==> config.mk <==
export PLATFORM = sky130hd
export DESIGN_NAME = ubr_boot_ctrl
export DESIGN_NICKNAME = d
export VERILOG_FILES = /design/src/logic/ubr_pkg.sv /design/src/logic/ubr_boot_ctrl.sv /design/src/logic/ubr_i2c_master.sv /design/src/logic/ubr_tick.sv
export SDC_FILE = /design/constraint.sdc
export NUM_CORES = 1
export LEC_CHECK = 0
export CAP_MARGIN = 30
export CORE_ASPECT_RATIO = 1.25
export CORE_UTILIZATION = 36
export CTS_CLUSTER_SIZE = 24
export DETAILED_ROUTE_END_ITERATION = 6
export DONT_BUFFER_PORTS = 1
export HOLD_SLACK_MARGIN = 0.05
export SETUP_SLACK_MARGIN = 0.02
export SLEW_MARGIN = 30
export SYNTH_ARGS = -nofsm -noshare
export SYNTH_HDL_FRONTEND = slang
export SYNTH_SLANG_ARGS = --single-unit
==> constraint.sdc <==
create_clock -name i_clk -period 13.2 [get_ports i_clk]
set_clock_uncertainty 0.05 [all_clocks]
set_input_delay 2.64 -clock i_clk [delete_from_list [all_inputs] [get_ports i_clk]]
set_output_delay 2.64 -clock i_clk [all_outputs]
set_load 0.05 [all_outputs]
==> src/logic/ubr_pkg.sv <==
// ubr_pkg: constants and types for the boot loader and re-enumeration control.
// assumes a single 100 MHz clock domain.

package ubr_pkg;

  // ----------------------------------------------------------------
  // clock and i2c timing
  // ----------------------------------------------------------------
  localparam int unsigned CLK_HZ      = 100_000_000;
  localparam int unsigned I2C_STD_HZ  = 100_000;
  localparam int unsigned I2C_FAST_HZ = 400_000;
  // quarter bit periods, rounded up so the bus never runs above its rate
  localparam int unsigned STD_QTR  = (CLK_HZ + 4 * I2C_STD_HZ - 1) / (4 * I2C_STD_HZ);
  localparam int unsigned FAST_QTR = (CLK_HZ + 4 * I2C_FAST_HZ - 1) / (4 * I2C_FAST_HZ);

  // ----------------------------------------------------------------
  // eeprom layout
  // ----------------------------------------------------------------
  localparam logic [7:0]  CODE_ID      = 8'hC0;
  localparam logic [7:0]  CODE_LOAD    = 8'hC2;
  localparam logic [7:0]  EE_WR        = 8'hA0;
  localparam logic [7:0]  EE_RD        = 8'hA1;
  localparam logic [7:0]  EE_START_OFS = 8'h00;
  localparam logic [15:0] ID_BYTES     = 16'h0006;
  localparam logic [15:0] HDR_BYTES    = 16'h0004;

  // ----------------------------------------------------------------
  // built-in identity values (arbitrary, not a real maker or part)
  // ----------------------------------------------------------------
  localparam logic [15:0] DEF_VID = 16'h1234;
  localparam logic [15:0] DEF_PID = 16'h5678;
  localparam logic [15:0] DEF_DID = 16'h0001;

  localparam logic [1:0]  ENUM_MAX = 2'h2;

  typedef enum logic [1:0] {
    I2C_START = 2'h0,
    I2C_STOP  = 2'h1,
    I2C_WRITE = 2'h2,
    I2C_READ  = 2'h3
  } ubr_i2c_cmd_t;

  typedef enum logic [1:0] {
    BOOT_NONE = 2'h0,
    BOOT_ID   = 2'h1,
    BOOT_LOAD = 2'h2
  } ubr_boot_mode_t;

endpackage : ubr_pkg

==> src/logic/ubr_boot_ctrl.sv <==
// ubr_boot_ctrl: power-up eeprom boot selection and usb re-enumeration control.
// assumes firmware bits and setup strobes come from logic on i_clk; sda is a pin.
//
// Functional notes
// - at power-up read eeprom first byte; only 0xC0 and 0xC2 count.
// - code 0xC0: vendor, product and release ids come from eeprom.
// - code 0xC2: eeprom contents are copied into internal ram.
// - no eeprom: enumerate with built-in descriptors and default ids.
// - i2c port is master only, at 100 or 400 kHz.
// - usb signals only at full speed, 12 Mbps.
// - neither low speed nor high speed is supported.
// - enumerate on attach, take download, then enumerate again as new device.
// - soft_disconnect 1 detaches from usb; 0 reconnects.
// - request_handling_select 0: built-in logic answers endpoint-zero requests.
// - request_handling_select 1: endpoint-zero requests go to firmware.
`timescale 1ns/1ns

module ubr_boot_ctrl #(
  parameter logic [15:0] VID_DEFAULT = ubr_pkg::DEF_VID,
  parameter logic [15:0] PID_DEFAULT = ubr_pkg::DEF_PID,
  parameter logic [15:0] DID_DEFAULT = ubr_pkg::DEF_DID,
  parameter int unsigned RAM_AW      = 16
) (
  input  wire logic              i_clk,
  input  wire logic              i_rst,
  input  wire logic              i_i2c_fast,
  input  wire logic              i_sda,
  output logic                   o_scl_out,
  output logic                   o_scl_oe,
  output logic                   o_sda_out,
  output logic                   o_sda_oe,
  input  wire logic              i_soft_disconnect,
  input  wire logic              i_request_handling_select,
  input  wire logic              i_setup_valid,
  output logic                   o_boot_done,
  output logic                   o_cpu_hold,
  output logic [1:0]             o_boot_mode,
  output logic [15:0]            o_vid,
  output logic [15:0]            o_pid,
  output logic [15:0]            o_did,
  output logic                   o_builtin_desc,
  output logic                   o_ram_we,
  output logic [RAM_AW-1:0]      o_ram_addr,
  output logic [7:0]             o_ram_wdata,
  output logic                   o_dp_pullup,
  output logic                   o_full_speed,
  output logic [1:0]             o_enum_count,
  output logic                   o_setup_to_default,
  output logic                   o_setup_to_fw
);

  // ----------------------------------------------------------------
  // boot sequencer states
  // ----------------------------------------------------------------
  typedef enum logic [11:0] {
    BS_START  = 12'h001,
    BS_DEVW   = 12'h002,
    BS_OFS    = 12'h004,
    BS_RSTART = 12'h008,
    BS_DEVR   = 12'h010,
    BS_CODE   = 12'h020,
    BS_ID     = 12'h040,
    BS_HDR    = 12'h080,
    BS_DATA   = 12'h100,
    BS_FLUSH  = 12'h200,
    BS_STOP   = 12'h400,
    BS_RUN    = 12'h800
  } ubr_boot_st_t;

  ubr_boot_st_t           st_ff, nxt_st;
  ubr_pkg::ubr_boot_mode_t mode_ff, nxt_mode;
  ubr_pkg::ubr_i2c_cmd_t  cmd_ff, nxt_cmd, cur_cmd;
  logic                   go_ff, nxt_go;
  logic                   wait_ff, nxt_wait;
  logic [7:0]             wdata_ff, nxt_wdata, cur_wdata;
  logic                   nack_ff, nxt_nack, cur_nack;
  logic [15:0]            cnt_ff, nxt_cnt;
  logic [15:0]            len_ff, nxt_len;
  logic [47:0]            ids_ff, nxt_ids;
  logic [31:0]            hdr_ff, nxt_hdr;
  logic [RAM_AW-1:0]      ptr_ff, nxt_ptr;
  logic                   done_boot_ff, nxt_done_boot;
  logic [15:0]            vid_ff, nxt_vid;
  logic [15:0]            pid_ff, nxt_pid;
  logic [15:0]            did_ff, nxt_did;
  logic                   ram_we_ff, nxt_ram_we;
  logic [RAM_AW-1:0]      ram_addr_ff, nxt_ram_addr;
  logic [7:0]             ram_wdata_ff, nxt_ram_wdata;

  logic                   tick;
  logic                   i2c_done;
  logic [7:0]             i2c_rdata;
  logic                   i2c_ack;
  logic                   scl_oe;
  logic                   sda_oe;

  // ----------------------------------------------------------------
  // i2c engine
  // ----------------------------------------------------------------
  // 100 or 400 kHz rate
  ubr_tick u_tick (
    .i_clk  (i_clk),
    .i_rst  (i_rst),
    .i_fast (i_i2c_fast),
    .o_tick (tick)
  );

  ubr_i2c_master u_i2c (
    .i_clk    (i_clk),
    .i_rst    (i_rst),
    .i_tick   (tick),
    .i_go     (go_ff),
    .i_cmd    (cmd_ff),
    .i_wdata  (wdata_ff),
    .i_nack   (nack_ff),
    .i_sda    (i_sda),
    .o_done   (i2c_done),
    .o_rdata  (i2c_rdata),
    .o_ack    (i2c_ack),
    .o_scl_oe (scl_oe),
    .o_sda_oe (sda_oe)
  );

  // ----------------------------------------------------------------
  // per-state bus operation
  // ----------------------------------------------------------------
  always_comb begin
    cur_cmd   = ubr_pkg::I2C_READ;
    cur_wdata = 8'hFF;
    cur_nack  = 1'b0;
    unique case (st_ff)
      BS_START, BS_RSTART: cur_cmd = ubr_pkg::I2C_START;
      BS_DEVW: begin
        cur_cmd   = ubr_pkg::I2C_WRITE;
        cur_wdata = ubr_pkg::EE_WR;
      end
      BS_OFS: begin
        cur_cmd   = ubr_pkg::I2C_WRITE;
        cur_wdata = ubr_pkg::EE_START_OFS;
      end
      BS_DEVR: begin
        cur_cmd   = ubr_pkg::I2C_WRITE;
        cur_wdata = ubr_pkg::EE_RD;
      end
      BS_CODE, BS_HDR: cur_nack = 1'b0;
      BS_ID:    cur_nack = (cnt_ff == ubr_pkg::ID_BYTES - 16'h1);
      BS_DATA:  cur_nack = (cnt_ff == len_ff - 16'h1);
      BS_FLUSH: cur_nack = 1'b1;
      BS_STOP:  cur_cmd  = ubr_pkg::I2C_STOP;
      BS_RUN:   cur_nack = 1'b1;
      default:  cur_nack = 1'b1;
    endcase
  end

  // ----------------------------------------------------------------
  // boot sequencer
  // ----------------------------------------------------------------
  always_comb begin
    nxt_st        = st_ff;
    nxt_mode      = mode_ff;
    nxt_cmd       = cmd_ff;
    nxt_wdata     = wdata_ff;
    nxt_nack      = nack_ff;
    nxt_go        = 1'b0;
    nxt_wait      = wait_ff;
    nxt_cnt       = cnt_ff;
    nxt_len       = len_ff;
    nxt_ids       = ids_ff;
    nxt_hdr       = hdr_ff;
    nxt_ptr       = ptr_ff;
    nxt_done_boot = done_boot_ff;
    nxt_vid       = vid_ff;
    nxt_pid       = pid_ff;
    nxt_did       = did_ff;
    nxt_ram_we    = 1'b0;
    nxt_ram_addr  = ram_addr_ff;
    nxt_ram_wdata = ram_wdata_ff;
    if ((st_ff != BS_RUN) && !wait_ff) begin
      nxt_go    = 1'b1;
      nxt_wait  = 1'b1;
      nxt_cmd   = cur_cmd;
      nxt_wdata = cur_wdata;
      nxt_nack  = cur_nack;
    end else if ((st_ff != BS_RUN) && i2c_done) begin
      nxt_wait = 1'b0;
      nxt_cnt  = cnt_ff + 16'h1;
      unique case (st_ff)
        BS_START:  nxt_st = BS_DEVW;
        BS_DEVW:   nxt_st = i2c_ack ? BS_OFS : BS_STOP;
        BS_OFS:    nxt_st = i2c_ack ? BS_RSTART : BS_STOP;
        BS_RSTART: nxt_st = BS_DEVR;
        BS_DEVR:   nxt_st = i2c_ack ? BS_CODE : BS_STOP;
        BS_CODE: begin
          nxt_cnt = 16'h0;
          if (i2c_rdata == ubr_pkg::CODE_ID) begin
            nxt_mode = ubr_pkg::BOOT_ID;
            nxt_st   = BS_ID;
          end else if (i2c_rdata == ubr_pkg::CODE_LOAD) begin
            nxt_mode = ubr_pkg::BOOT_LOAD;
            nxt_st   = BS_HDR;
          end else begin
            nxt_mode = ubr_pkg::BOOT_NONE;
            nxt_st   = BS_FLUSH;
          end
        end
        BS_ID: begin
          nxt_ids = {i2c_rdata, ids_ff[47:8]};
          if (cnt_ff == ubr_pkg::ID_BYTES - 16'h1) begin
            nxt_st = BS_STOP;
          end
        end
        BS_HDR: begin
          nxt_hdr = {hdr_ff[23:0], i2c_rdata};
          if (cnt_ff == ubr_pkg::HDR_BYTES - 16'h1) begin
            nxt_cnt = 16'h0;
            nxt_len = nxt_hdr[31:16];
            nxt_ptr = nxt_hdr[RAM_AW-1:0];
            nxt_st  = (nxt_hdr[31:16] == 16'h0) ? BS_FLUSH : BS_DATA;
          end
        end
        BS_DATA: begin
          nxt_ram_we    = 1'b1;
          nxt_ram_addr  = ptr_ff;
          nxt_ram_wdata = i2c_rdata;
          nxt_ptr       = ptr_ff + RAM_AW'(1);
          if (cnt_ff == len_ff - 16'h1) begin
            nxt_st = BS_STOP;
          end
        end
        BS_FLUSH: nxt_st = BS_STOP;
        BS_STOP: begin
          nxt_st        = BS_RUN;
          nxt_done_boot = 1'b1;
          if (mode_ff == ubr_pkg::BOOT_ID) begin
            nxt_vid = {ids_ff[15:8], ids_ff[7:0]};
            nxt_pid = {ids_ff[31:24], ids_ff[23:16]};
            nxt_did = {ids_ff[47:40], ids_ff[39:32]};
          end
        end
        default: nxt_st = BS_RUN;
      endcase
    end
  end

  always_ff @(posedge i_clk or posedge i_rst) begin
    if (i_rst) begin
      st_ff        <= BS_START;
      mode_ff      <= ubr_pkg::BOOT_NONE;
      cmd_ff       <= ubr_pkg::I2C_START;
      wdata_ff     <= 8'hFF;
      nack_ff      <= 1'b0;
      go_ff        <= 1'b0;
      wait_ff      <= 1'b0;
      cnt_ff       <= 16'h0;
      len_ff       <= 16'h0;
      ids_ff       <= 48'h0;
      hdr_ff       <= 32'h0;
      ptr_ff       <= '0;
      done_boot_ff <= 1'b0;
      vid_ff       <= VID_DEFAULT;
      pid_ff       <= PID_DEFAULT;
      did_ff       <= DID_DEFAULT;
      ram_we_ff    <= 1'b0;
      ram_addr_ff  <= '0;
      ram_wdata_ff <= 8'h00;
    end else begin
      st_ff        <= nxt_st;
      mode_ff      <= nxt_mode;
      cmd_ff       <= nxt_cmd;
      wdata_ff     <= nxt_wdata;
      nack_ff      <= nxt_nack;
      go_ff        <= nxt_go;
      wait_ff      <= nxt_wait;
      cnt_ff       <= nxt_cnt;
      len_ff       <= nxt_len;
      ids_ff       <= nxt_ids;
      hdr_ff       <= nxt_hdr;
      ptr_ff       <= nxt_ptr;
      done_boot_ff <= nxt_done_boot;
      vid_ff       <= nxt_vid;
      pid_ff       <= nxt_pid;
      did_ff       <= nxt_did;
      ram_we_ff    <= nxt_ram_we;
      ram_addr_ff  <= nxt_ram_addr;
      ram_wdata_ff <= nxt_ram_wdata;
    end
  end

  // ----------------------------------------------------------------
  // usb attach and endpoint-zero routing
  // ----------------------------------------------------------------
  logic       pullup_ff, nxt_pullup;
  logic [1:0] enum_ff, nxt_enum;
  logic       set_def_ff, nxt_set_def;
  logic       set_fw_ff, nxt_set_fw;
  logic       builtin_ff, nxt_builtin;

  always_comb begin
    nxt_pullup  = done_boot_ff & ~i_soft_disconnect;
    nxt_enum    = enum_ff;
    if (nxt_pullup && !pullup_ff && (enum_ff != ubr_pkg::ENUM_MAX)) begin
      nxt_enum = enum_ff + 2'h1;
    end
    nxt_set_def = i_setup_valid & pullup_ff & ~i_request_handling_select;
    nxt_set_fw  = i_setup_valid & pullup_ff & i_request_handling_select;
    nxt_builtin = done_boot_ff & (mode_ff != ubr_pkg::BOOT_LOAD);
  end

  always_ff @(posedge i_clk or posedge i_rst) begin
    if (i_rst) begin
      pullup_ff  <= 1'b0;
      enum_ff    <= 2'h0;
      set_def_ff <= 1'b0;
      set_fw_ff  <= 1'b0;
      builtin_ff <= 1'b0;
    end else begin
      pullup_ff  <= nxt_pullup;
      enum_ff    <= nxt_enum;
      set_def_ff <= nxt_set_def;
      set_fw_ff  <= nxt_set_fw;
      builtin_ff <= nxt_builtin;
    end
  end

  // ----------------------------------------------------------------
  // outputs
  // ----------------------------------------------------------------
  // open-drain lines: the driven level is always low
  assign o_scl_out          = 1'b0;
  assign o_sda_out          = 1'b0;
  assign o_scl_oe           = scl_oe;
  assign o_sda_oe           = sda_oe;
  assign o_boot_done        = done_boot_ff;
  assign o_cpu_hold         = ~done_boot_ff;
  assign o_boot_mode        = mode_ff;
  assign o_vid              = vid_ff;
  assign o_pid              = pid_ff;
  assign o_did              = did_ff;
  assign o_builtin_desc     = builtin_ff;
  assign o_ram_we           = ram_we_ff;
  assign o_ram_addr         = ram_addr_ff;
  assign o_ram_wdata        = ram_wdata_ff;
  assign o_dp_pullup        = pullup_ff;
  assign o_full_speed       = 1'b1;
  assign o_enum_count       = enum_ff;
  assign o_setup_to_default = set_def_ff;
  assign o_setup_to_fw      = set_fw_ff;

endmodule : ubr_boot_ctrl

==> src/logic/ubr_i2c_master.sv <==
// ubr_i2c_master: byte-level i2c bus master (start, stop, write, read).
// assumes pull-ups on scl and sda; oe high pulls the line low.
`timescale 1ns/1ns

module ubr_i2c_master (
  input  wire logic                  i_clk,
  input  wire logic                  i_rst,
  input  wire logic                  i_tick,
  input  wire logic                  i_go,
  input  wire ubr_pkg::ubr_i2c_cmd_t i_cmd,
  input  wire logic [7:0]            i_wdata,
  input  wire logic                  i_nack,
  input  wire logic                  i_sda,
  output logic                       o_done,
  output logic [7:0]                 o_rdata,
  output logic                       o_ack,
  output logic                       o_scl_oe,
  output logic                       o_sda_oe
);

  typedef enum logic [4:0] {
    IS_IDLE  = 5'h01,
    IS_START = 5'h02,
    IS_BIT   = 5'h04,
    IS_STOP  = 5'h08,
    IS_DONE  = 5'h10
  } ubr_i2c_st_t;

  ubr_i2c_st_t st_ff, nxt_st;
  logic [1:0]  ph_ff, nxt_ph;
  logic [3:0]  bit_ff, nxt_bit;
  logic [8:0]  tx_ff, nxt_tx;
  logic [8:0]  rx_ff, nxt_rx;
  logic        scl_oe_ff, nxt_scl_oe;
  logic        sda_oe_ff, nxt_sda_oe;
  logic        done_ff, nxt_done;
  logic        sda_s1_ff;
  logic        sda_s2_ff;

  always_comb begin
    nxt_st     = st_ff;
    nxt_ph     = ph_ff;
    nxt_bit    = bit_ff;
    nxt_tx     = tx_ff;
    nxt_rx     = rx_ff;
    nxt_scl_oe = scl_oe_ff;
    nxt_sda_oe = sda_oe_ff;
    nxt_done   = 1'b0;
    unique case (st_ff)
      IS_IDLE: begin
        nxt_ph  = 2'h0;
        nxt_bit = 4'h0;
        if (i_go) begin
          unique case (i_cmd)
            ubr_pkg::I2C_START: nxt_st = IS_START;
            ubr_pkg::I2C_STOP:  nxt_st = IS_STOP;
            ubr_pkg::I2C_WRITE: begin
              nxt_tx = {i_wdata, 1'b1};
              nxt_st = IS_BIT;
            end
            ubr_pkg::I2C_READ: begin
              nxt_tx = {8'hFF, i_nack};
              nxt_st = IS_BIT;
            end
          endcase
        end
      end
      IS_START: if (i_tick) begin
        nxt_ph = ph_ff + 2'h1;
        unique case (ph_ff)
          2'h0: nxt_sda_oe = 1'b0;
          2'h1: nxt_scl_oe = 1'b0;
          2'h2: nxt_sda_oe = 1'b1;
          2'h3: begin
            nxt_scl_oe = 1'b1;
            nxt_st     = IS_DONE;
          end
        endcase
      end
      IS_BIT: if (i_tick) begin
        nxt_ph = ph_ff + 2'h1;
        unique case (ph_ff)
          2'h0: nxt_sda_oe = ~tx_ff[8];
          2'h1: nxt_scl_oe = 1'b0;
          2'h2: nxt_rx = {rx_ff[7:0], sda_s2_ff};
          2'h3: begin
            nxt_scl_oe = 1'b1;
            nxt_tx     = {tx_ff[7:0], 1'b1};
            nxt_bit    = bit_ff + 4'h1;
            if (bit_ff == 4'h8) begin
              nxt_st = IS_DONE;
            end
          end
        endcase
      end
      IS_STOP: if (i_tick) begin
        nxt_ph = ph_ff + 2'h1;
        unique case (ph_ff)
          2'h0: nxt_sda_oe = 1'b1;
          2'h1: nxt_scl_oe = 1'b0;
          2'h2: nxt_sda_oe = 1'b0;
          2'h3: nxt_st     = IS_DONE;
        endcase
      end
      IS_DONE: begin
        nxt_done = 1'b1;
        nxt_st   = IS_IDLE;
      end
      default: nxt_st = IS_IDLE;
    endcase
  end

  always_ff @(posedge i_clk or posedge i_rst) begin
    if (i_rst) begin
      st_ff     <= IS_IDLE;
      ph_ff     <= 2'h0;
      bit_ff    <= 4'h0;
      tx_ff     <= 9'h1FF;
      rx_ff     <= 9'h1FF;
      scl_oe_ff <= 1'b0;
      sda_oe_ff <= 1'b0;
      done_ff   <= 1'b0;
      sda_s1_ff <= 1'b1;
      sda_s2_ff <= 1'b1;
    end else begin
      st_ff     <= nxt_st;
      ph_ff     <= nxt_ph;
      bit_ff    <= nxt_bit;
      tx_ff     <= nxt_tx;
      rx_ff     <= nxt_rx;
      scl_oe_ff <= nxt_scl_oe;
      sda_oe_ff <= nxt_sda_oe;
      done_ff   <= nxt_done;
      sda_s1_ff <= i_sda;
      sda_s2_ff <= sda_s1_ff;
    end
  end

  assign o_done   = done_ff;
  assign o_rdata  = rx_ff[8:1];
  assign o_ack    = ~rx_ff[0];
  assign o_scl_oe = scl_oe_ff;
  assign o_sda_oe = sda_oe_ff;

endmodule : ubr_i2c_master

==> src/logic/ubr_tick.sv <==
// ubr_tick: quarter-bit enable pulse for the i2c master.
// assumes i_fast is steady from logic on the same clock.
`timescale 1ns/1ns

module ubr_tick #(
  parameter int unsigned STD_DIV  = ubr_pkg::STD_QTR,
  parameter int unsigned FAST_DIV = ubr_pkg::FAST_QTR,
  parameter int unsigned CW       = $clog2(STD_DIV + 1)
) (
  input  wire logic i_clk,
  input  wire logic i_rst,
  input  wire logic i_fast,
  output logic      o_tick
);

  logic [CW-1:0] cnt_ff;
  logic [CW-1:0] nxt_cnt;
  logic [CW-1:0] lim;
  logic          tick_ff;
  logic          nxt_tick;

  always_comb begin
    lim      = i_fast ? CW'(FAST_DIV - 1) : CW'(STD_DIV - 1);
    nxt_tick = (cnt_ff >= lim);
    nxt_cnt  = nxt_tick ? '0 : cnt_ff + CW'(1);
  end

  always_ff @(posedge i_clk or posedge i_rst) begin
    if (i_rst) begin
      cnt_ff  <= '0;
      tick_ff <= 1'b0;
    end else begin
      cnt_ff  <= nxt_cnt;
      tick_ff <= nxt_tick;
    end
  end

  assign o_tick = tick_ff;

endmodule : ubr_tick

==> out/metrics.cfg, run 1 <==
[outcome]
outcome=finished clean

[placed_design]
hpwl_mm=15.5
gp_congestion=0.764
portBuffers=0
pre_cts_slack_ns=8.02
place_area_um2=12300

[clock_tree]
clk_path_buf_depth=3
clock_sinks=265
htreeDepth=1
holdBufCountCts=0
cts_setup_buffers=0
clk_pin_slew_ns=0.06
cts_tree=yes
root_buffer=clkbuf_16
numCtsBuffers=26
post_cts_resized=0
clkLatencyLatePin_ns=0.55

[worst_setup_path]
r2r_start=st_ff[2]$_DFFE_PP0P_
ff2ff_path_depth=9
end_kind=output pin
crit_fanout=5
slowest_stage=dfrtp_1
critical-path-top-delay-family=flip-flops
r2r-end=ptr_ff[4]$_DFFE_PP0P_
arrival_ns=1.61
crit_chain=inv_1
slowest_delay_ns=0.56
crit_path_start_kind=flop
required_ns=10.51
critPathBufInv=1
crit_type=flop to output pin
reg2reg_slack_ns=9.93
worstSetupPathDepth=1

[detailed_routing]
wl_mm=23.5
via_count=7441
drc=0
routedWlPerCell_um=16.5
dr.pass1.iters=5
drt.antenna.violating_nets=0
drt-initial-drc-count=377
viasPerCell=5.22

[final_layout]
area_delta_synth_final_pct=10.9
fin_area_um2=13200
antenna-diode-count=0
post-route-util_pct=40.4
nNetsFinal=1012
drive_gt1_share_pct=27.9

[global_route]
grt_max_degree=128
gr-total-overflow=0
grt_pass1_vias=7431
antenna_found_initial=0
grt_pass1_wl_mm=39.4
grt_util_all_layers_pct=14.3

[floorplan]
die_height_um=205
fp.dieW_um=164
rows=74
start_util_pct=36.4
core_um2=32600
dieArea_um2=33700
io_pins=95

[min_path]
hold_start=u_i2c.sda_s1_ff$_DFF_PP1_
holdPathStages=0
whs_endpoint=u_i2c.sda_s2_ff$_DFF_PP1_
hp-class=flop to flop

[timing]
setup_viol=0
fin_crit_sh_pct=32.6
rsz0062_at_grt=false
tns_ns=0
min_period_ns=4.30
hold_violations=0
drv_slew=0
max_slew_margin_pct=37.4
worst_slew_pin_slew_ns=0.936
max_freq_mhz=233
fin_ws_ns=8.90

[yosys]
synth_compound_area_share_pct=8.13
synth_edf_count=0
ys_seq_elements=265
avgSynthCellArea_um2=11.9
yosysWarnings=0
yosys_most_used_dff=dfrtp_1
synth_xor_area_share_pct=2.80
synthAdderAreaFrac_pct=1.79
synth_cell_types=64
synthSimpleGateAreaFrac_pct=11.8
async_flop_share_pct=100
synthCells=998
synth_top_family_by_area=multiplexers
seq_area_frac_synth_pct=56.3
syn_area_um2=11900
synth.area.mux_share_pct=16.6

[pwr]
ir_worst_vdd_mv=0.100
powerDensity_nw_per_um2=119
p_leak_nw=6.10

[job]
drv_cap=0

power breakdown:
group | switching, mW | internal [mW] | total [mW]
clock | 0.316 | 0.420 | 0.736
combinational | 0.0178 | 0.00147 | 0.0193
sequential | 0.00151 | 0.814 | 0.815
total | 0.335 | 1.24 | 1.57
synth_stat cells, types with 5 or more instances:
master | count | area share (%)
o21ai_0 | 47 | 2.0
nor2_1 | 58 | 1.8
nand3_1 | 32 | 1.3
o31ai_1 | 8 | 0.51
xor2_1 | 16 | 1.2
ha_1 | 17 | 1.8
xnor2_1 | 22 | 1.6
nand4_1 | 16 | 0.84
nand3b_1 | 6 | 0.38
inv_1 | 27 | 0.85
clkbuf_1 | 33 | 1.0
and3_1 | 11 | 0.58
nand2b_1 | 17 | 0.90
mux2_2 | 168 | 16
dfstp_2 | 39 | 8.6
nor4_1 | 12 | 0.63
o22ai_1 | 12 | 0.63
a21oi_1 | 59 | 2.5
dfrtp_1 | 226 | 48
o41ai_1 | 5 | 0.37
or3_1 | 5 | 0.26
buf_2 | 11 | 0.46
nand2_1 | 64 | 2.0
nor3_1 | 12 | 0.51
cells in the final DEF, fill, tap and decap left out, drive strengths merged, types with 22 or more instances in the layout:
master,n
dfstp,39
nand2,64
clkbuf,37
a21oi,60
nor2,58
o21ai,48
xnor2,22
nand3,32
dfrtp,226
inv,27
mux2,171
per-stage QoR:
stage                     std cells  power, mW  hold WS [ns]
after CTS                      1426       1.59         0.341
after global routing           1426       1.63         0.336
final                          1426       1.57         0.335
after detailed placement       1378      0.850         0.318
after floorplan                 999      0.845         0.295
after global placement         1377      0.850         0.318
per-layer routing:
layer	GRT usage, %	wire length, µm
met5	0	0
met4	3.54	343
met3	2.61	1300
met2	24.2	11600
met1	18.7	10300
how the worst max path moves through the flow:
stage | startpoint | end | slack (ns)
detailed placement | i_rst | len_ff[13]$_DFFE_PP0P_ | 8.02
global route | i_rst | len_ff[14]$_DFFE_PP0P_ | 8.75
CTS | i_rst | len_ff[10]$_DFFE_PP0P_ | 8.58
finish | o_boot_done$_DFFE_PP0P_ | o_cpu_hold | 8.90
global placement | i_rst | st_ff[10]$_DFFE_PP0P_ | 8.03
floorplan | i_rst | cmd_ff[0]$_DFFE_PP0P_ | 3.28
flip-flops by register name (all words and copies together), names as in the netlist, 2 cells and up:
signal         flops
cmd_ff             2
cnt_ff            16
hdr_ff            24
ids_ff            48
len_ff            16
o_boot_mode        2
o_did             16
o_enum_count       2
o_pid             16
o_ram_addr        16
o_ram_wdata        8
o_vid             16
ptr_ff            16
st_ff             12
u_i2c.bit_ff       4
u_i2c.ph_ff        2
u_i2c.rx_ff        9
u_i2c.st_ff        5
u_i2c.tx_ff        9
u_tick.cnt_ff      8
wdata_ff           3
kinds of logic (layout without fill, tap and decap cells):
kind of cell	Yosys count	in the layout
flops	265	265
simple gates	265	265
mux	175	175
compound gates	161	161
buf+inv	75	84
xor+xnor	38	38
fa+ha+maj	17	17
other cells	2	3
final cells by class:
class | count | area [µm²]
Clock buffer | 37 | 752
Clock inverter | 11 | 111
Fill cell | 3062 | 19400
Inverter | 27 | 114
Multi-Input combinational cell | 659 | 4910
Sequential cell | 265 | 6680
Tap cell | 418 | 523
Timing Repair Buffer | 9 | 71.3
Power figures use the tool's default switching activity.
==> run 2: changes to the inputs <==
Settings changed: ABC_AREA from default to 1.
Clock period 13.2 ns to 4.2 ns, I/O delays scaled along.
==> out/metrics.cfg, run 2 <==
[outcome]
outcome=finished clean

[yosys]
yosysMostFrequentCell=nand2_1
yosysWarnings=0  ; unchanged
avgSynthCellArea_um2=8.63  ; -27%
synth_cell_types=51  ; -20%
yosys.area.top_type=dfrtp_1
yosys_most_used_dff=dfrtp_1
async_flop_share_pct=100  ; unchanged
synth_edf_count=0  ; unchanged
synthCells=1445  ; +45%
syn_area_um2=12500  ; +5.1%
yosysTopAreaCellShare_pct=45.3  ; -2.3 points
seq_area_frac_synth_pct=53.5  ; -2.7 points
synthTopCellsByArea=dfrtp_1 45%, nand2_1 11%, dfstp_2 8.2%
synthTopCellsByCount=350 x nand2_1, 226 x dfrtp_1, 197 x o21ai_0
ys_seq_elements=265  ; unchanged

[clock_tree]
post_cts_resized=0  ; unchanged
clock_sinks=265  ; unchanged
clk_pin_slew_ns=0.06  ; about the same
htreeDepth=1  ; unchanged
holdBufCountCts=0  ; unchanged
cts_tree=yes
cts_setup_buffers=0  ; unchanged
clk_path_buf_depth=3  ; unchanged
numCtsBuffers=27  ; +3.8%
root_buffer=clkbuf_16
clkLatencyLatePin_ns=0.54  ; about the same

[pwr]
p_leak_nw=6.23  ; +2.1%
powerDensity_nw_per_um2=395  ; +230%
pwr-share-clk_pct=43.2  ; -3.6 points
pwr-share-seq_pct=50.9  ; -1.0 points
ir_worst_vdd_mv=0.290  ; +190%
internal_power_mw=4.14  ; +240%
power.switching_mw=1.27  ; +280%
pwr-share-comb_pct=5.9  ; +4.7 points
swShare_pct=23.4  ; +2.1 points

[detailed_routing]
dr.max_layer_used=met4
drc=0  ; unchanged
drt-initial-drc-count=507  ; +34%
routedWlPerCell_um=13.9  ; -16%
wl_mm=26.6  ; +13%
dr.pass1.iters=5  ; unchanged
via_count=9144  ; +23%
met1_length_mm=12.0  ; +17%
drt.antenna.violating_nets=0  ; unchanged
route.met3.wl_mm=1.76  ; +35%
dr_wl_met2_mm=12.3  ; +6.4%
viasPerCell=4.78  ; -8.4%

[final_layout]
final_cell_mix=350 x nand2_1, 226 x dfrtp_1, 197 x o21ai_0
antenna-diode-count=0  ; unchanged
drive_gt1_share_pct=10.8  ; -17 points
final_common_cell=nand2_1
fin_area_um2=13700  ; +4.0%
largest_reg_flops=48  ; unchanged
reg_top3=ids_ff (48), hdr_ff (24)
regMostFlops=ids_ff
area_delta_synth_final_pct=9.74
nNetsFinal=1456  ; +44%

[timing]
setup_viol=0  ; unchanged
max_freq_mhz=369
rsz0062_at_grt=false
fin_ws_ns=1.49  ; -7.42 ns
hold_violations=0  ; unchanged
drv_slew=0  ; unchanged
worst_slew_pin_slew_ns=0.853  ; -0.0830 ns
max_slew_margin_pct=43.1  ; +5.8 points
min_period_ns=2.71
fin_crit_sh_pct=64.6

[floorplan]
io_pins=95  ; unchanged
fp.dieW_um=169  ; +2.5%
die_height_um=210  ; +2.5%
rows=75  ; +1.4%
start_util_pct=36.8  ; +0.41 points
core_um2=33900  ; +3.9%
dieArea_um2=35400  ; +5.0%

[placed_design]
portBuffers=0  ; unchanged
hpwl_mm=18.8  ; +21%
place_area_um2=12800  ; +4.3%
gp_congestion=0.862  ; +13%
pre_cts_slack_ns=1.49  ; -6.53 ns

[min_path]
hp-class=input port to async pin

[global_route]
grt_pass1_vias=9088  ; +22%
antenna_found_initial=0  ; unchanged
grt_max_degree=132  ; +3.1%
grt_util_all_layers_pct=15.5  ; +1.2 points
grt_pass1_wl_mm=45.1  ; +14%
gr-total-overflow=0  ; unchanged

[job]
drv_cap=0  ; unchanged

[worst_setup_path]
crit_chain=inv_1, nand2_1, nor3_1, nand2_2, nand3_4, inv_2, nand2_2, inv_2, o21ai_4, o21bai_1, a21oi_2
reg2reg_slack_ns=1.49  ; -8.44 ns
slowest_stage=o21ai_4
required_ns=4.58  ; -5.93 ns
crit_type=flop to flop
end_kind=flop
arrival_ns=3.09  ; +1.48 ns
crit_fanout=26  ; +21
slowest_delay_ns=0.64  ; +0.08 ns
crit_path_start_kind=flop

run 2: path summary, 6_finish.rpt:
| path | to | cells past startpoint | startpoint |
|---|---|---|---|
| max | ptr_ff[14]$_DFFE_PP0P_ | 11 | st_ff[8]$_DFFE_PP0P_ |
| min | o_pid[11]$_DFFE_PP0P_ | 1 | i_rst |
| max reg2reg | ptr_ff[14]$_DFFE_PP0P_ | 11 | st_ff[8]$_DFFE_PP0P_ |
| min reg2reg | u_i2c.sda_s2_ff$_DFF_PP1_ | 0 | u_i2c.sda_s1_ff$_DFF_PP1_ |
| max in group asynchronous | u_i2c.ph_ff[0]$_DFFE_PP0P_ | 2 | i_rst |
| min in group i_clk | u_i2c.sda_s1_ff$_DFF_PP1_ | 0 | i_sda |
run 2: worst max-delay path: cells and delay by family, from the launching register on:
family / cells / cell delay, ns
simple gates: 5 / 0.82
buf+inv: 3 / 0.38
compound gates: 3 / 0.94
flops: 1 / 0.40
run 2: kinds of logic (layout without fill, tap and decap cells):
family	Yosys count	count (layout)	share of synthesized area (%)
compound gates	278	278	12.0
flops	265	265	53.5
other cells	2	3	0.0602
xor+xnor	28	28	1.97
buf+inv	245	250	8.38
fa+ha+maj	17	17	1.70
simple gates	602	602	21.3
mux	8	8	0.963
run 2: layer usage:
layer | vias up | global-route usage (%)
met1 | 4326 | 20.1
li1 | 4601 | -
met3 | 35 | 3.72
met4 | 0 | 4.58
met2 | 182 | 25.7
met5 | - | 0
run 2: per-stage QoR:
step / cells / util, % / hold WS, ns / TNS, ns / power (mW)
after floorplan: 1446 / - / 0.295 / -35.18 / 3.03
after global placement: 1865 / 37.9 / 0.299 / 0 / 3.10
after detailed placement: 1865 / 37.9 / 0.301 / 0 / 3.12
after CTS: 1913 / 40.4 / 0.133 / 0 / 5.49
after global routing: 1913 / 40.4 / 0.151 / 0 / 5.66
final: 1913 / 40.4 / 0.136 / 0 / 5.41
run 2: cell type report:
cell class	count	area, µm²
clock buffers	39	791
multi-input cells	936	4750
fillers	3389	20200
repair buffers	6	70.1
well taps	462	578
flip-flops and latches	265	6680
inverters	196	739
clock inverters	9	78.8
run 2: power by group through the flow:
| stage | Combinational, mW | Sequential, mW | Clock (mW) |
|---|---|---|---|
| after floorplan | 0.256 | 2.78 | 0 |
| after global placement | 0.311 | 2.79 | 0 |
| after detailed placement | 0.323 | 2.80 | 0 |
| after CTS | 0.326 | 2.75 | 2.41 |
| after global routing | 0.384 | 2.76 | 2.51 |
| final | 0.317 | 2.75 | 2.34 |
==> run 3: changes to the inputs <==
Clock period 4.2 ns to 2.22 ns, I/O delays scaled along.
==> out/metrics.cfg, run 3 (synthesis gave the netlist of run 2 again) <==
[worst_setup_path]
reg2reg_slack_ns=0.07  ; -1.42 ns
end_kind=flop
crit_path_start_kind=flop
crit_fanout=5  ; -81%
required_ns=2.60  ; -1.98 ns
crit_type=flop to flop
r2r-end=st_ff[9]$_DFFE_PP0P_
arrival_ns=2.53  ; -0.56 ns
r2r_start=st_ff[8]$_DFFE_PP0P_
ff2ff_path_depth=13  ; +2

[final_layout]
antenna-diode-count=0  ; unchanged
final_common_cell=nand2_1
regMostFlops=ids_ff
fillers=3267  ; -3.6%
largest_reg_flops=48  ; unchanged
stdcell_count=1981  ; +3.6%
drive_gt1_share_pct=15.9  ; +5.2 points
nNetsFinal=1522  ; +4.5%
final_cell_mix=344 x nand2_1, 222 x dfrtp_1, 196 x o21ai_0
area_delta_synth_final_pct=16.4
reg_top3=ids_ff (48), hdr_ff (24)

[outcome]
outcome=finished clean

[timing]
setup_viol=0  ; unchanged
min_period_ns=2.15  ; -0.562 ns
rsz0062_at_grt=true
drv_slew=0  ; unchanged
worst_slew_pin_slew_ns=0.641  ; -0.212 ns
hold_violations=0  ; unchanged
max_freq_mhz=465  ; +26%
max_slew_margin_pct=57.2  ; +14 points
fin_crit_sh_pct=96.8  ; +32 points
fin_ws_ns=0.0705  ; -1.42 ns

[clock_tree]
cts_tree=yes
clock_sinks=265  ; unchanged
clk_pin_slew_ns=0.06  ; about the same
numCtsBuffers=27  ; unchanged
clkLatencyLatePin_ns=0.54  ; about the same
root_buffer=clkbuf_16
htreeDepth=1  ; unchanged
clk_path_buf_depth=3  ; unchanged

[global_route]
antenna_found_initial=0  ; unchanged
grt_pass1_vias=9236  ; +1.6%
grt_pass1_wl_mm=46.5  ; +3.1%
grt_max_degree=103  ; -22%
gr-total-overflow=0  ; unchanged
grt_util_all_layers_pct=16.0  ; +0.53 points

[floorplan]
core_um2=33900  ; unchanged
io_pins=95  ; unchanged
die_height_um=210  ; unchanged
dieArea_um2=35400  ; unchanged
start_util_pct=36.8  ; unchanged
fp.dieW_um=169  ; unchanged
rows=75  ; unchanged

[placed_design]
portBuffers=0  ; unchanged
pre_cts_slack_ns=-0.0507  ; -1.54 ns
gp_congestion=0.851  ; -1.3%
dp.cells=1912  ; +2.5%
hpwl_mm=19.7  ; +5.3%

[job]
drv_cap=0  ; unchanged

[detailed_routing]
drt.antenna.violating_nets=0  ; unchanged
viasPerCell=4.79  ; +0.22%
dr.pass1.iters=5  ; unchanged
via_count=9490  ; +3.8%
wl_mm=28.3  ; +6.6%
drt-initial-drc-count=776  ; +53%
routedWlPerCell_um=14.3  ; +2.9%
drc=0  ; unchanged

[pwr]
powerDensity_nw_per_um2=715  ; +81%
fin_total_pwr_mw=10.4  ; +92%
ir_worst_vdd_mv=0.595  ; +100%
p_leak_nw=6.61  ; +6.0%

[min_path]
hp-class=input port to async pin

[run 3: cell count changes in the layout (fill, tap and decap cells not counted), moves of 5 or more]
cell	previous run	this run
dlygate4sd3_1	0	6
clkbuf_8	7	1
buf_6	0	5
nand3_1	52	47
nor2_1	95	87
nor2_4	9	14
nand2_1	350	344
nand3_2	1	6
buf_12	2	14
buf_4	4	43
[run 3: how the worst max path moves through the flow]
stage / end / cells after the start / slack [ns] / from
after floorplan: cmd_ff[0]$_DFFE_PP0P_ / 1 / -1.74 / i_rst
after global placement: ptr_ff[14]$_DFFE_PP0P_ / 11 / -0.004 / st_ff[4]$_DFFE_PP0P_
after detailed placement: ptr_ff[14]$_DFFE_PP0P_ / 11 / -0.05 / st_ff[2]$_DFFE_PP0P_
after CTS: ptr_ff[2]$_DFFE_PP0P_ / 10 / 0.008 / st_ff[2]$_DFFE_PP0P_
after global routing: st_ff[2]$_DFFE_PP0P_ / 15 / -0.08 / len_ff[1]$_DFFE_PP0P_
final: st_ff[9]$_DFFE_PP0P_ / 13 / 0.07 / st_ff[8]$_DFFE_PP0P_
[run 3: layout make-up]
type                            count  area, µm²  area share (%)
Multi-Input combinational cell    940       4920            33.9
Clock buffer                       37        723            4.98
Clock inverter                     13        150            1.03
Timing Repair Buffer               68        719            4.96
Tap cell                          462        578            3.98
Sequential cell                   265       6690            46.0
Inverter                          196        739            5.09
[run 3: repair_timing]
action                                 CTS  global route
cloned                                   1             4
pin swaps                                1            28
endpoints found under the hold margin   93             0
resized for setup                        3            49
hold buffers                             6             0
setup buffers                            0             8
setup endpoints to repair               18            89
[run 3: critical path, cell delays in order, from the launching register on]
cell and delay [ns]:
dfrtp_1 0.40, inv_1 0.10, nand2_1 0.07, buf_4 0.15
nor2_4 0.12, inv_1 0.07, nor2_4 0.12, buf_4 0.14
nand3_2 0.24, nand2_1 0.20, nor2_4 0.07, buf_4 0.15
nand3_1 0.10, nand2_1 0.06
[run 3: where the power goes]
group          switching (mW)  internal, mW  total, mW  leakage [nW]
combinational           0.409         0.231      0.640          2.67
clock                    1.91          2.64       4.55         0.429
sequential              0.148          5.05       5.20          3.51
[run 3: metrics by stage]
| stage | util (%) | TNS (ns) | hold WS, ns | cell area [µm²] |
|---|---|---|---|---|
| global placement | 39.2 | -0.00414 | 0.267 | 13300 |
| CTS | 42.0 | 0 | 0.306 | 14200 |
| global route | 42.9 | -0.496 | 0.316 | 14500 |
| finish | 42.9 | 0 | 0.305 | 14500 |
| floorplan | - | -425.25 | 0.295 | 12500 |
| detailed placement | 39.2 | -0.0862 | 0.265 | 13300 |
[run 3: metal layers]
metal	share of wire, %	vias up	global-route usage, %
met5	0	-	0
met4	1.7	0	4.08
met3	5.9	38	3.14
met2	47	201	26.6
met1	46	4495	21.5
li1	-	4756	-
